`config.mk`:
```
export PLATFORM = sky130hd
export DESIGN_NAME = lfo_regs
export DESIGN_NICKNAME = d
export VERILOG_FILES = /design/src/verilog/lfo_pkg.sv /design/src/verilog/lfo_regs.sv /design/src/verilog/lfo_lane_flags.sv
export SDC_FILE = /design/constraint.sdc
export NUM_CORES = 1
export LEC_CHECK = 0
export ABC_AREA = 1
export BUFFER_PORTS_ARGS = -buffer_cell sky130_fd_sc_hd__buf_2
export CORE_MARGIN = 4
export CORE_UTILIZATION = 30
export DETAILED_ROUTE_END_ITERATION = 12
export GPL_ROUTABILITY_DRIVEN = 0
export PLACE_DENSITY = 0.62
export SKIP_LAST_GASP = 1
export SLEW_MARGIN = 20
export SYNTH_ARGS = -nofsm -noshare
export SYNTH_HDL_FRONTEND = slang
export SYNTH_SLANG_ARGS = --single-unit
```
`constraint.sdc`:
```
create_clock -name clk_sys -period 1.9 [get_ports clk_sys]
set_input_delay 0.19 -clock clk_sys [delete_from_list [all_inputs] [get_ports clk_sys]]
set_output_delay 0.19 -clock clk_sys [all_outputs]
set_load 0.03 [all_outputs]
```
`src/verilog/lfo_pkg.sv`:
```
// package for the lane fifo fault and offset trim register slice
// assumes a 32-bit classic wishbone bus with byte addresses
package lfo_pkg;
   localparam int          NUM_LANES        = 8;
   localparam int          TRIM_W           = 12;
   localparam int          OFS_REG_W        = 16;
   localparam int          ADR_W            = 12;
   localparam int          DAT_W            = 32;
   // printed offsets are not all multiples of four: index, byte address is 4x
   localparam logic [11:0] IDX_LANE_FLAGS   = 12'h2c4;
   localparam logic [11:0] IDX_CORE0_TRIM   = 12'h330;
   localparam logic [11:0] IDX_SUMMARY      = 12'h2c1;
   localparam logic [11:0] IDX_IRQ_MASK     = 12'h2c2;
   localparam logic [11:0] IDX_CALIB_STAT   = 12'h3f0;
   localparam logic [13:0] ADR_LANE_FLAGS   = {IDX_LANE_FLAGS, 2'b00};
   localparam logic [13:0] ADR_CORE0_TRIM   = {IDX_CORE0_TRIM, 2'b00};
   localparam logic [13:0] ADR_SUMMARY      = {IDX_SUMMARY, 2'b00};
   localparam logic [13:0] ADR_IRQ_MASK     = {IDX_IRQ_MASK, 2'b00};
   localparam logic [13:0] ADR_CALIB_STAT   = {IDX_CALIB_STAT, 2'b00};
   localparam logic [7:0]  LANE_FLAGS_RST   = 8'hff;
   localparam logic [15:0] TRIM_RST         = 16'h0000;
   localparam logic [1:0]  IRQ_MASK_RST     = 2'b11;
   // status and trim field bit positions
   localparam int          SUM_BIT          = 0;
   localparam int          BLOCK_BIT        = 1;
   localparam int          TRIM_HI          = 11;
   localparam int          RSV_HI           = 15;
   localparam int          RSV_LO           = 12;
endpackage

```
`src/verilog/lfo_regs.sv`:
```
// lane fifo fault flags, fault summary and core-0 offset trim registers
// assumes classic wishbone master, fault inputs and calibration state synchronous to clk_sys
// Function
// - one sticky fault flag per lane
// - write one clears lane flag
// - persistent fault sets flag again immediately
// - summary write-one clears all lane flags
// - lane flags reset to all ones
// - trim bits 11:0 drive core 0 offset
// - trim resets zero, fuse value loaded after
// - spare cores still offset-calibrated in foreground
// - summary set on any active lane fault, w1c
// - lane flags and summary bit reset to one, block event bit resets to zero
module lfo_regs (
   input  wire logic                          clk_sys,
   input  wire logic                          reset_n,
   input  wire logic                          wb_cyc_i,
   input  wire logic                          wb_stb_i,
   input  wire logic                          wb_we_i,
   input  wire logic [13:0]                   wb_adr_i,
   input  wire logic [3:0]                    wb_sel_i,
   input  wire logic [lfo_pkg::DAT_W-1:0]     wb_dat_i,
   output logic      [lfo_pkg::DAT_W-1:0]     wb_dat_o,
   output logic                               wb_ack_o,
   output logic                               wb_err_o,
   input  wire logic [lfo_pkg::NUM_LANES-1:0] lane_fault,
   input  wire logic [lfo_pkg::NUM_LANES-1:0] lane_active,
   input  wire logic                          offset_calib_on,
   input  wire logic                          bg_calib_on,
   input  wire logic                          bg_offset_calib_on,
   input  wire logic                          foreground_calib_complete,
   input  wire logic                          fuse_load,
   input  wire logic [lfo_pkg::TRIM_W-1:0]    fuse_trim,
   output logic      [lfo_pkg::TRIM_W-1:0]    converter_core0_offset,
   output logic                               spare_offset_calib_en,
   output logic                               irq
);
   import lfo_pkg::*;

   logic [NUM_LANES-1:0] lane_flags;
   logic [OFS_REG_W-1:0] trim_reg;
   logic                 summary_reg;
   logic                 block_evt_reg;
   logic [1:0]           irq_mask_reg;
   logic                 req;
   logic                 wr;
   logic                 hit_lane;
   logic                 hit_trim;
   logic                 hit_sum;
   logic                 hit_mask;
   logic                 hit_stat;
   logic                 trim_blocked;
   logic                 sum_clear;
   logic [DAT_W-1:0]     rdata_next;

   // new request only while ack is low, so each cycle is answered once
   assign req = wb_cyc_i && wb_stb_i && !wb_ack_o && !wb_err_o;
   assign wr  = req && wb_we_i;

   always_comb begin
      hit_lane = 1'b0;
      hit_trim = 1'b0;
      hit_sum  = 1'b0;
      hit_mask = 1'b0;
      hit_stat = 1'b0;
      if (wb_adr_i == ADR_LANE_FLAGS) begin
         hit_lane = 1'b1;
      end else if (wb_adr_i == ADR_CORE0_TRIM) begin
         hit_trim = 1'b1;
      end else if (wb_adr_i == ADR_SUMMARY) begin
         hit_sum = 1'b1;
      end else if (wb_adr_i == ADR_IRQ_MASK) begin
         hit_mask = 1'b1;
      end else if (wb_adr_i == ADR_CALIB_STAT) begin
         hit_stat = 1'b1;
      end
   end

   // trim is off limits while offset calibration runs: foreground until done,
   // or always when background offset calibration is on
   always_comb begin
      if (offset_calib_on && !(bg_calib_on && bg_offset_calib_on)) begin
         trim_blocked = !foreground_calib_complete;
      end else if (bg_calib_on && bg_offset_calib_on) begin
         trim_blocked = 1'b1;
      end else begin
         trim_blocked = 1'b0;
      end
   end

   assign sum_clear = wr && hit_sum && wb_sel_i[0] && wb_dat_i[SUM_BIT];

   lfo_lane_flags u_flags (
      .clk_sys    (clk_sys),
      .reset_n    (reset_n),
      .lane_fault (lane_fault),
      .clear_bits (wr && hit_lane && wb_sel_i[0] ? wb_dat_i[NUM_LANES-1:0] : '0),
      .clear_all  (sum_clear),
      .flags      (lane_flags)
   );

   // summary flag: any active lane fault
   always_ff @(posedge clk_sys) begin
      if (!reset_n) begin
         summary_reg <= 1'b1;
      end else if (|(lane_fault & lane_active)) begin
         summary_reg <= 1'b1;
      end else if (sum_clear) begin
         summary_reg <= 1'b0;
      end
   end

   // sticky event: software touched trim while it was off limits
   always_ff @(posedge clk_sys) begin
      if (!reset_n) begin
         block_evt_reg <= 1'b0;
      end else if (req && hit_trim && trim_blocked) begin
         block_evt_reg <= 1'b1;
      end else if (wr && hit_sum && wb_sel_i[0] && wb_dat_i[BLOCK_BIT]) begin
         block_evt_reg <= 1'b0;
      end
   end

   always_ff @(posedge clk_sys) begin
      if (!reset_n) begin
         irq_mask_reg <= IRQ_MASK_RST;
      end else if (wr && hit_mask && wb_sel_i[0]) begin
         irq_mask_reg <= wb_dat_i[1:0];
      end
   end

   // offset trim: zero at reset, fuse default loaded after, writes ignored while blocked
   always_ff @(posedge clk_sys) begin
      if (!reset_n) begin
         trim_reg <= TRIM_RST;
      end else if (fuse_load) begin
         trim_reg <= {4'h0, fuse_trim};
      end else if (wr && hit_trim && !trim_blocked) begin
         if (wb_sel_i[0]) begin
            trim_reg[7:0] <= wb_dat_i[7:0];
         end
         if (wb_sel_i[1]) begin
            trim_reg[RSV_HI:8] <= wb_dat_i[RSV_HI:8];              // stored as written
         end
      end
   end

   always_ff @(posedge clk_sys) begin
      if (!reset_n) begin
         converter_core0_offset <= TRIM_RST[TRIM_HI:0];
      end else begin
         converter_core0_offset <= trim_reg[TRIM_HI:0];
      end
   end

   // spare cores get offset calibration while offset calibration is on and foreground calibration is not complete, background offset or not
   always_ff @(posedge clk_sys) begin
      if (!reset_n) begin
         spare_offset_calib_en <= 1'b0;
      end else begin
         spare_offset_calib_en <= offset_calib_on && !foreground_calib_complete;
      end
   end

   always_ff @(posedge clk_sys) begin
      if (!reset_n) begin
         irq <= 1'b0;
      end else begin
         irq <= (summary_reg & ~irq_mask_reg[SUM_BIT]) | (block_evt_reg & ~irq_mask_reg[BLOCK_BIT]);
      end
   end

   always_comb begin
      rdata_next = '0;
      if (hit_lane) begin
         rdata_next[NUM_LANES-1:0] = lane_flags;
      end else if (hit_trim) begin
         rdata_next[OFS_REG_W-1:0] = trim_blocked ? '0 : trim_reg;
      end else if (hit_sum) begin
         rdata_next[SUM_BIT]   = summary_reg;
         rdata_next[BLOCK_BIT] = block_evt_reg;
      end else if (hit_mask) begin
         rdata_next[1:0] = irq_mask_reg;
      end else if (hit_stat) begin
         rdata_next[0] = trim_blocked;
      end
   end

   // one wait state: answer in the cycle after the request is seen
   always_ff @(posedge clk_sys) begin
      if (!reset_n) begin
         wb_ack_o <= 1'b0;
         wb_err_o <= 1'b0;
         wb_dat_o <= '0;
      end else begin
         wb_ack_o <= req && (hit_lane || hit_trim || hit_sum || hit_mask || hit_stat);
         wb_err_o <= req && !(hit_lane || hit_trim || hit_sum || hit_mask || hit_stat);
         wb_dat_o <= (req && !wb_we_i) ? rdata_next : '0;
      end
   end
endmodule

```
`src/verilog/lfo_lane_flags.sv`:
```
// per-lane sticky fifo fault flags with write-one clear and bulk clear
// assumes fault pulses synchronous to clk_sys
module lfo_lane_flags (
   input  wire logic                          clk_sys,
   input  wire logic                          reset_n,
   input  wire logic [lfo_pkg::NUM_LANES-1:0] lane_fault,
   input  wire logic [lfo_pkg::NUM_LANES-1:0] clear_bits,
   input  wire logic                          clear_all,
   output logic      [lfo_pkg::NUM_LANES-1:0] flags
);
   import lfo_pkg::*;
   for (genvar i = 0; i < NUM_LANES; i++) begin : g_lane
      always_ff @(posedge clk_sys) begin
         if (!reset_n) begin
            flags[i] <= LANE_FLAGS_RST[i];
         end else if (lane_fault[i]) begin
            flags[i] <= 1'b1;
         end else if (clear_bits[i] || clear_all) begin
            flags[i] <= 1'b0;
         end
      end
   end
endmodule

```
==> qor.yml, run 1 <==
fmax_ghz: 0.6349
setup_viol: 0
syn_area_sq_mm: 0.002704
antenna_found_initial: 0
yosysMostFrequentCell: "nand2_1"
hold_buffers: 0
ys_seq_area_frac: 0.4442
cp_slowest_cell: "dfxtp_1"
core_sq_mm: 0.008763
maxSlewViolCount: 0
detail_route.vias_per_cell: 4.309
dr.pass1.iters: 4
grt_pass1_vias: 2441
netlist.area_leader.share: 0.4442
worstPathCellList: "nor2_1 > nand3_1 > nor2_1 > inv_1 > nor2_2 > nand2_1 > nand3_1 > nand2_1"
track_usage: 0.1323
crit_path_end_kind: "flop"
ys_seq_elements: 60
std_cell_rows: 34
criticalPathCategory: "flop to flop"
async_flop_share: 0
cts_resized: 0
period_needed_ps: 1575
worstPathArrival_ps: 1810
cts_root_buf: "clkbuf_8"
whs_ps: 36.49
fin_ws_ps: 325.0
r2r_slack_ps: 320
slew-limit-headroom: 0.5407
floorplan.initialDensity: 0.3085
drtIter0Drc: 72
post-dp-hpwl_um: 5477
setup_tns_ps: 0
cts_setup_buffers: 0
finalHoldViolCount: 0
fin_area_sq_mm: 0.003455
clkLatencyLatePin_ps: 340
cp.required_ps: 2130
drt_wl_total_um: 6862
worstMarginPinSlew_ps: 688.3
hold_path_class: "primary input to flop"
synth_ff_type: "dfxtp_1"
drive_gt1_frac: 0.2757
yosys-top-cells-count: "98 x nand2_1, 60 x dfxtp_1, 59 x inv_1"
wl_per_cell_um: 11.34
netlist_top_cells_area: "dfxtp_1 44%, nand2_1 14%, inv_1 8.2%"
area_growth_pct: 27.76
yosysTopAreaCell: "dfxtp_1"
vias: 2607
drc: 0
die_w_um: 102.9
ir_drop_mv: 0.2121
p_per_area_mw_per_mm2: 771.3
cts_max_level: 3
grt_pass1_wl_um: 10820
status: "finished, final reports clean"
ioPinCount: 136
cts_sinks: 60
leakagePower_nw: 1.980
dpl_cell_area_sq_mm: 0.003278
antenna_cells: 0
dp_slack_ps: 298.2
rsz0062_at_grt: "no"
cts_tree: "done"
grt_max_degree: 22
synth_cell_types: 26
critPathLaunchType: "flop"
avgSynthCellArea_sq_um: 7.023
numCtsBuffers: 9
synth_edf_count: 0
postRouteAntennaNets: 0
drv_cap: 0
die_height_um: 102.9
io_buffers: 101
cp_max_fo: 8
nets: 580
ys_warn_count: 0
grt-ovfl-total: 0
slowest_delay_ps: 310
die_area_sq_mm: 0.01060
period_share: 0.8289
num-fill-cells: 947
final_core_util: 0.3942
path_clk_slew_ps: 70
finalClockSkew_ps: 8.325
syn_inst: 385
clockBufferDepth: 2
[path summary, 6_finish.rpt]
path                                                 from                                to  cells past startpoint
worst max-delay path                  wb_ack_o$_SDFF_PN0_     u_flags.flags[3]$_SDFFE_PP1P_                      8
worst min-delay path            foreground_calib_complete  spare_offset_calib_en$_SDFF_PN0_                      2
worst max register to register        wb_ack_o$_SDFF_PN0_     u_flags.flags[3]$_SDFFE_PP1P_                      8
worst min register to register  trim_reg[10]$_SDFFE_PN0P_           wb_dat_o[10]$_SDFF_PP0_                      2
[layer usage]
metal / GRT usage / vias up / wire length [um]
li1: - / 1367 / -
met1: 0.1584 / 1136 / 2929
met2: 0.2210 / 86 / 3226
met3: 0.02977 / 18 / 544
met4: 0.06873 / 0 / 163
met5: 0 / - / 0
[cells in the final DEF (no fill, tap or decap), drive strengths merged, types with 5 or more instances in the layout]
cell type and count:
buf 108, clkbuf 9, clkinv 5, conb 16, dfxtp 60, inv 60, nand2 103, nand3 35
nand4 5, nor2 57, o21a 9, o21ai 16
[layout make-up]
cell class              instances  area (sq um)  area share
clock inverters                 7         52.55     0.01521
multi-input cells             254          1162      0.3365
clock buffers                   9         123.9     0.03586
repair buffers                108         558.0      0.1615
well taps                     108         135.1     0.03912
inverters                      59         221.5     0.06411
flip-flops and latches         60          1201      0.3477
[where the power goes]
group	internal [W]	switching, W
Clock	0.000478	0.000532
Combinational	0.000121	0.000221
Sequential	0.00130	0.0000153
[cell families (layout without fill, tap and decap cells)]
kind of cell	count (synthesis)	in the layout	synth area share
buf+inv	86	183	0.1467
compound gates	35	35	0.07913
other cells	1	16	0.001387
simple gates	203	203	0.3286
flops	60	60	0.4442
[stage by stage]
step	instances	total power, W
after global placement	589	0.001679
final	605	0.002664
after global routing	605	0.002813
after floorplan	400	0.001573
after CTS	605	0.002706
after detailed placement	589	0.001686
[critical path: cells and delay by family, from the launching register on]
kind	cells	cell delay, ps
buffers and inverters	1	120
flip-flops	1	310
AND/OR/NAND/NOR	7	1040
(Power assumes the default switching activity.)
==> inputs of run 2 (changes only) <==
--- a/config.mk
+++ b/config.mk
@@ -11,7 +11,7 @@
 export CORE_UTILIZATION = 30
 export DETAILED_ROUTE_END_ITERATION = 12
 export GPL_ROUTABILITY_DRIVEN = 0
-export PLACE_DENSITY = 0.62
+export PLACE_DENSITY = 0.64
 export SKIP_LAST_GASP = 1
 export SLEW_MARGIN = 20
 export SYNTH_ARGS = -nofsm -noshare
==> constraint.sdc (replaced) <==
create_clock -name clk_sys -period 1.3 [get_ports clk_sys]
set_input_delay 0.13 -clock clk_sys [delete_from_list [all_inputs] [get_ports clk_sys]]
set_output_delay 0.13 -clock clk_sys [all_outputs]
set_load 0.03 [all_outputs]
==> run 2 against run 1 <==
The run now ends with negative setup slack left. Critical path depth shrank 1. Power is 66% higher. Fmax is 17% higher. Clock power rose by 93%.
==> qor.yml, run 2 (synthesis results as in run 1) <==
grt_pass1_wl_um: 11490
num-fill-cells: 906
leakagePower_nw: 2.157
die_height_um: 102.9
io_buffers: 101
criticalPathCategory: "flop to flop"
ioPinCount: 136
cts_sinks: 60
nets: 604
grt-ovfl-total: 0
seq_area_sq_mm: 0.001206
fmax_ghz: 0.7404
violations: "negative setup slack"
die_area_sq_mm: 0.01060
critPathLaunchType: "flop"
clockPowerShare: 0.442
multi_input_area_sq_mm: 0.001250
min_to: "u_flags.flags[2]$_SDFFE_PP1P_"
dr.pass1.iters: 6
floorplan.initialDensity: 0.3085
status: "complete, but fails checks"
setup_tns_ps: -127.9
worstPathArrival_ps: 1590
power_switching_w: 0.001118
drt_wl_total_um: 7308
rsz0062_at_grt: "yes"
p_per_area_mw_per_mm2: 1151
crit_path_end_kind: "flop"
clockBufferDepth: 2
cp.required_ps: 1540
internal_power_w: 0.003304
grt_pass1_vias: 2625
ir_drop_mv: 0.5368
track_usage: 0.1394
setup_viol: 7
detail_route.vias_per_cell: 4.299
std_cell_rows: 34
cp_max_fo: 6
clkLatencyLatePin_ps: 340
hold_path_class: "primary input to flop"
wl_per_cell_um: 11.62
postRouteAntennaNets: 0
r2r_slack_ps: -50
period_share: 1.039
area_growth_pct: 42.11
drc: 0
place_inst: 605
vias: 2704
rr_endpoint: "trim_reg[4]$_SDFFE_PN0P_"
hold_depth: 3
pwr-share-seq: 0.434
stdcell_count: 629
p_sw_frac: 0.2529
period_needed_ps: 1351
drive_gt1_frac: 0.3359
cts_root_buf: "clkbuf_8"
path_clk_slew_ps: 70
antenna_found_initial: 0
layout_common_cells: "102 x buf_2, 95 x nand2_1, 58 x inv_1, 58 x dfxtp_1, 46 x nor2_1"
r2r-start: "wb_err_o$_SDFF_PN0_"
drtIter0Drc: 116
comb_power_share: 0.125
antenna_cells: 0
drv_cap: 0
cts_max_level: 3
numCtsBuffers: 9
r2r_cells: 7
finalHoldViolCount: 0
cts_tree: "done"
finalClockSkew_ps: 6.595
fin_ws_ps: -50.62
worstHoldStart: "lane_fault[2]"
post-dp-hpwl_um: 5637
grt_max_degree: 30
die_w_um: 102.9
core_sq_mm: 0.008763
layout_commonest_cell: "buf_2"
maxSlewViolCount: 0
[run 2: cell count changes in the layout (fill, tap and decap cells not counted), sizes merged]
cell / before / now
bufinv: 0 / 2
clkinv: 5 / 1
dlygate4sd3: 0 / 5
clkbuf: 9 / 11
buf: 108 / 127
[run 2: final cells by class]
| type | count | area share |
|---|---|---|
| sequential | 60 | 0.3139 |
| tap | 108 | 0.03517 |
| timing repair buffer | 132 | 0.2071 |
| clock buffer | 11 | 0.03973 |
| inverter | 59 | 0.05764 |
| multi-input combinational | 254 | 0.3253 |
| clock inverter | 5 | 0.02117 |
[run 2: critical path, stage by stage, from the launching register on]
cell	delay (ps)
dfxtp_2	340
nor2_4	110
nand3_2	100
nor2_4	130
nand4_1	190
buf_6	200
a21oi_2	120
nor2_1	50
[run 2: worst max path at each step]
| stage | slack [ps] | endpoint | cells past startpoint | startpoint |
|---|---|---|---|---|
| after global routing | -130 | trim_reg[1]$_SDFFE_PN0P_ | 8 | wb_err_o$_SDFF_PN0_ |
| after floorplan | -8 | trim_reg[6]$_SDFFE_PN0P_ | 7 | wb_ack_o$_SDFF_PN0_ |
| final | -50 | trim_reg[4]$_SDFFE_PN0P_ | 7 | wb_err_o$_SDFF_PN0_ |
| after CTS | -50 | trim_reg[4]$_SDFFE_PN0P_ | 7 | wb_err_o$_SDFF_PN0_ |
| after global placement | -120 | wb_dat_o[7]$_SDFF_PN0_ | 7 | wb_ack_o$_SDFF_PN0_ |
| after detailed placement | -130 | wb_dat_o[7]$_SDFF_PN0_ | 7 | wb_ack_o$_SDFF_PN0_ |
[run 2: repair_timing]
action | 4_1_cts | 5_1_grt
hold endpoints to repair | 5 | 0
endpoints found under the setup margin | 32 | 38
pin swaps | 5 | 7
gates cloned | 1 | 0
hold buffers | 5 | 0
setup buffers | 1 | 1
gates resized for setup | 12 | 11
[run 2: power groups by stage]
stage	clock [W]	sequential, W	combinational [W]
2_1_floorplan	0	0.00201	0.000293
3_3_place_gp	0	0.00196	0.000517
3_5_place_dp	0	0.00196	0.000528
4_1_cts	0.00199	0.00192	0.000551
5_1_grt	0.00209	0.00192	0.000613
6_report	0.00195	0.00192	0.000551
[run 2: layer usage]
layer | GRT usage | part of all wire | vias to the layer above | routed length (um)
met4 | 0.06375 | 0.013 | 0 | 93
met5 | 0 | 0 | - | 0
met3 | 0.02706 | 0.075 | 8 | 551
met2 | 0.2358 | 0.49 | 85 | 3558
met1 | 0.1704 | 0.42 | 1193 | 3105
li1 | - | - | 1418 | -
[run 2: stage by stage]
stage                     total power [W]  hold WS (ps)  cell area [sq um]  worst slack, ps    util
after floorplan                  0.002301         209.3               2791           -8.471       -
after detailed placement         0.002486         338.5               3448           -132.0  0.3935
after global routing             0.004622         21.13               3842           -133.5  0.4385
after global placement           0.002475         329.8               3448           -115.7  0.3935
final                            0.004422         12.08               3842           -50.62  0.4385
after CTS                        0.004462        0.7821               3789           -52.28  0.4323
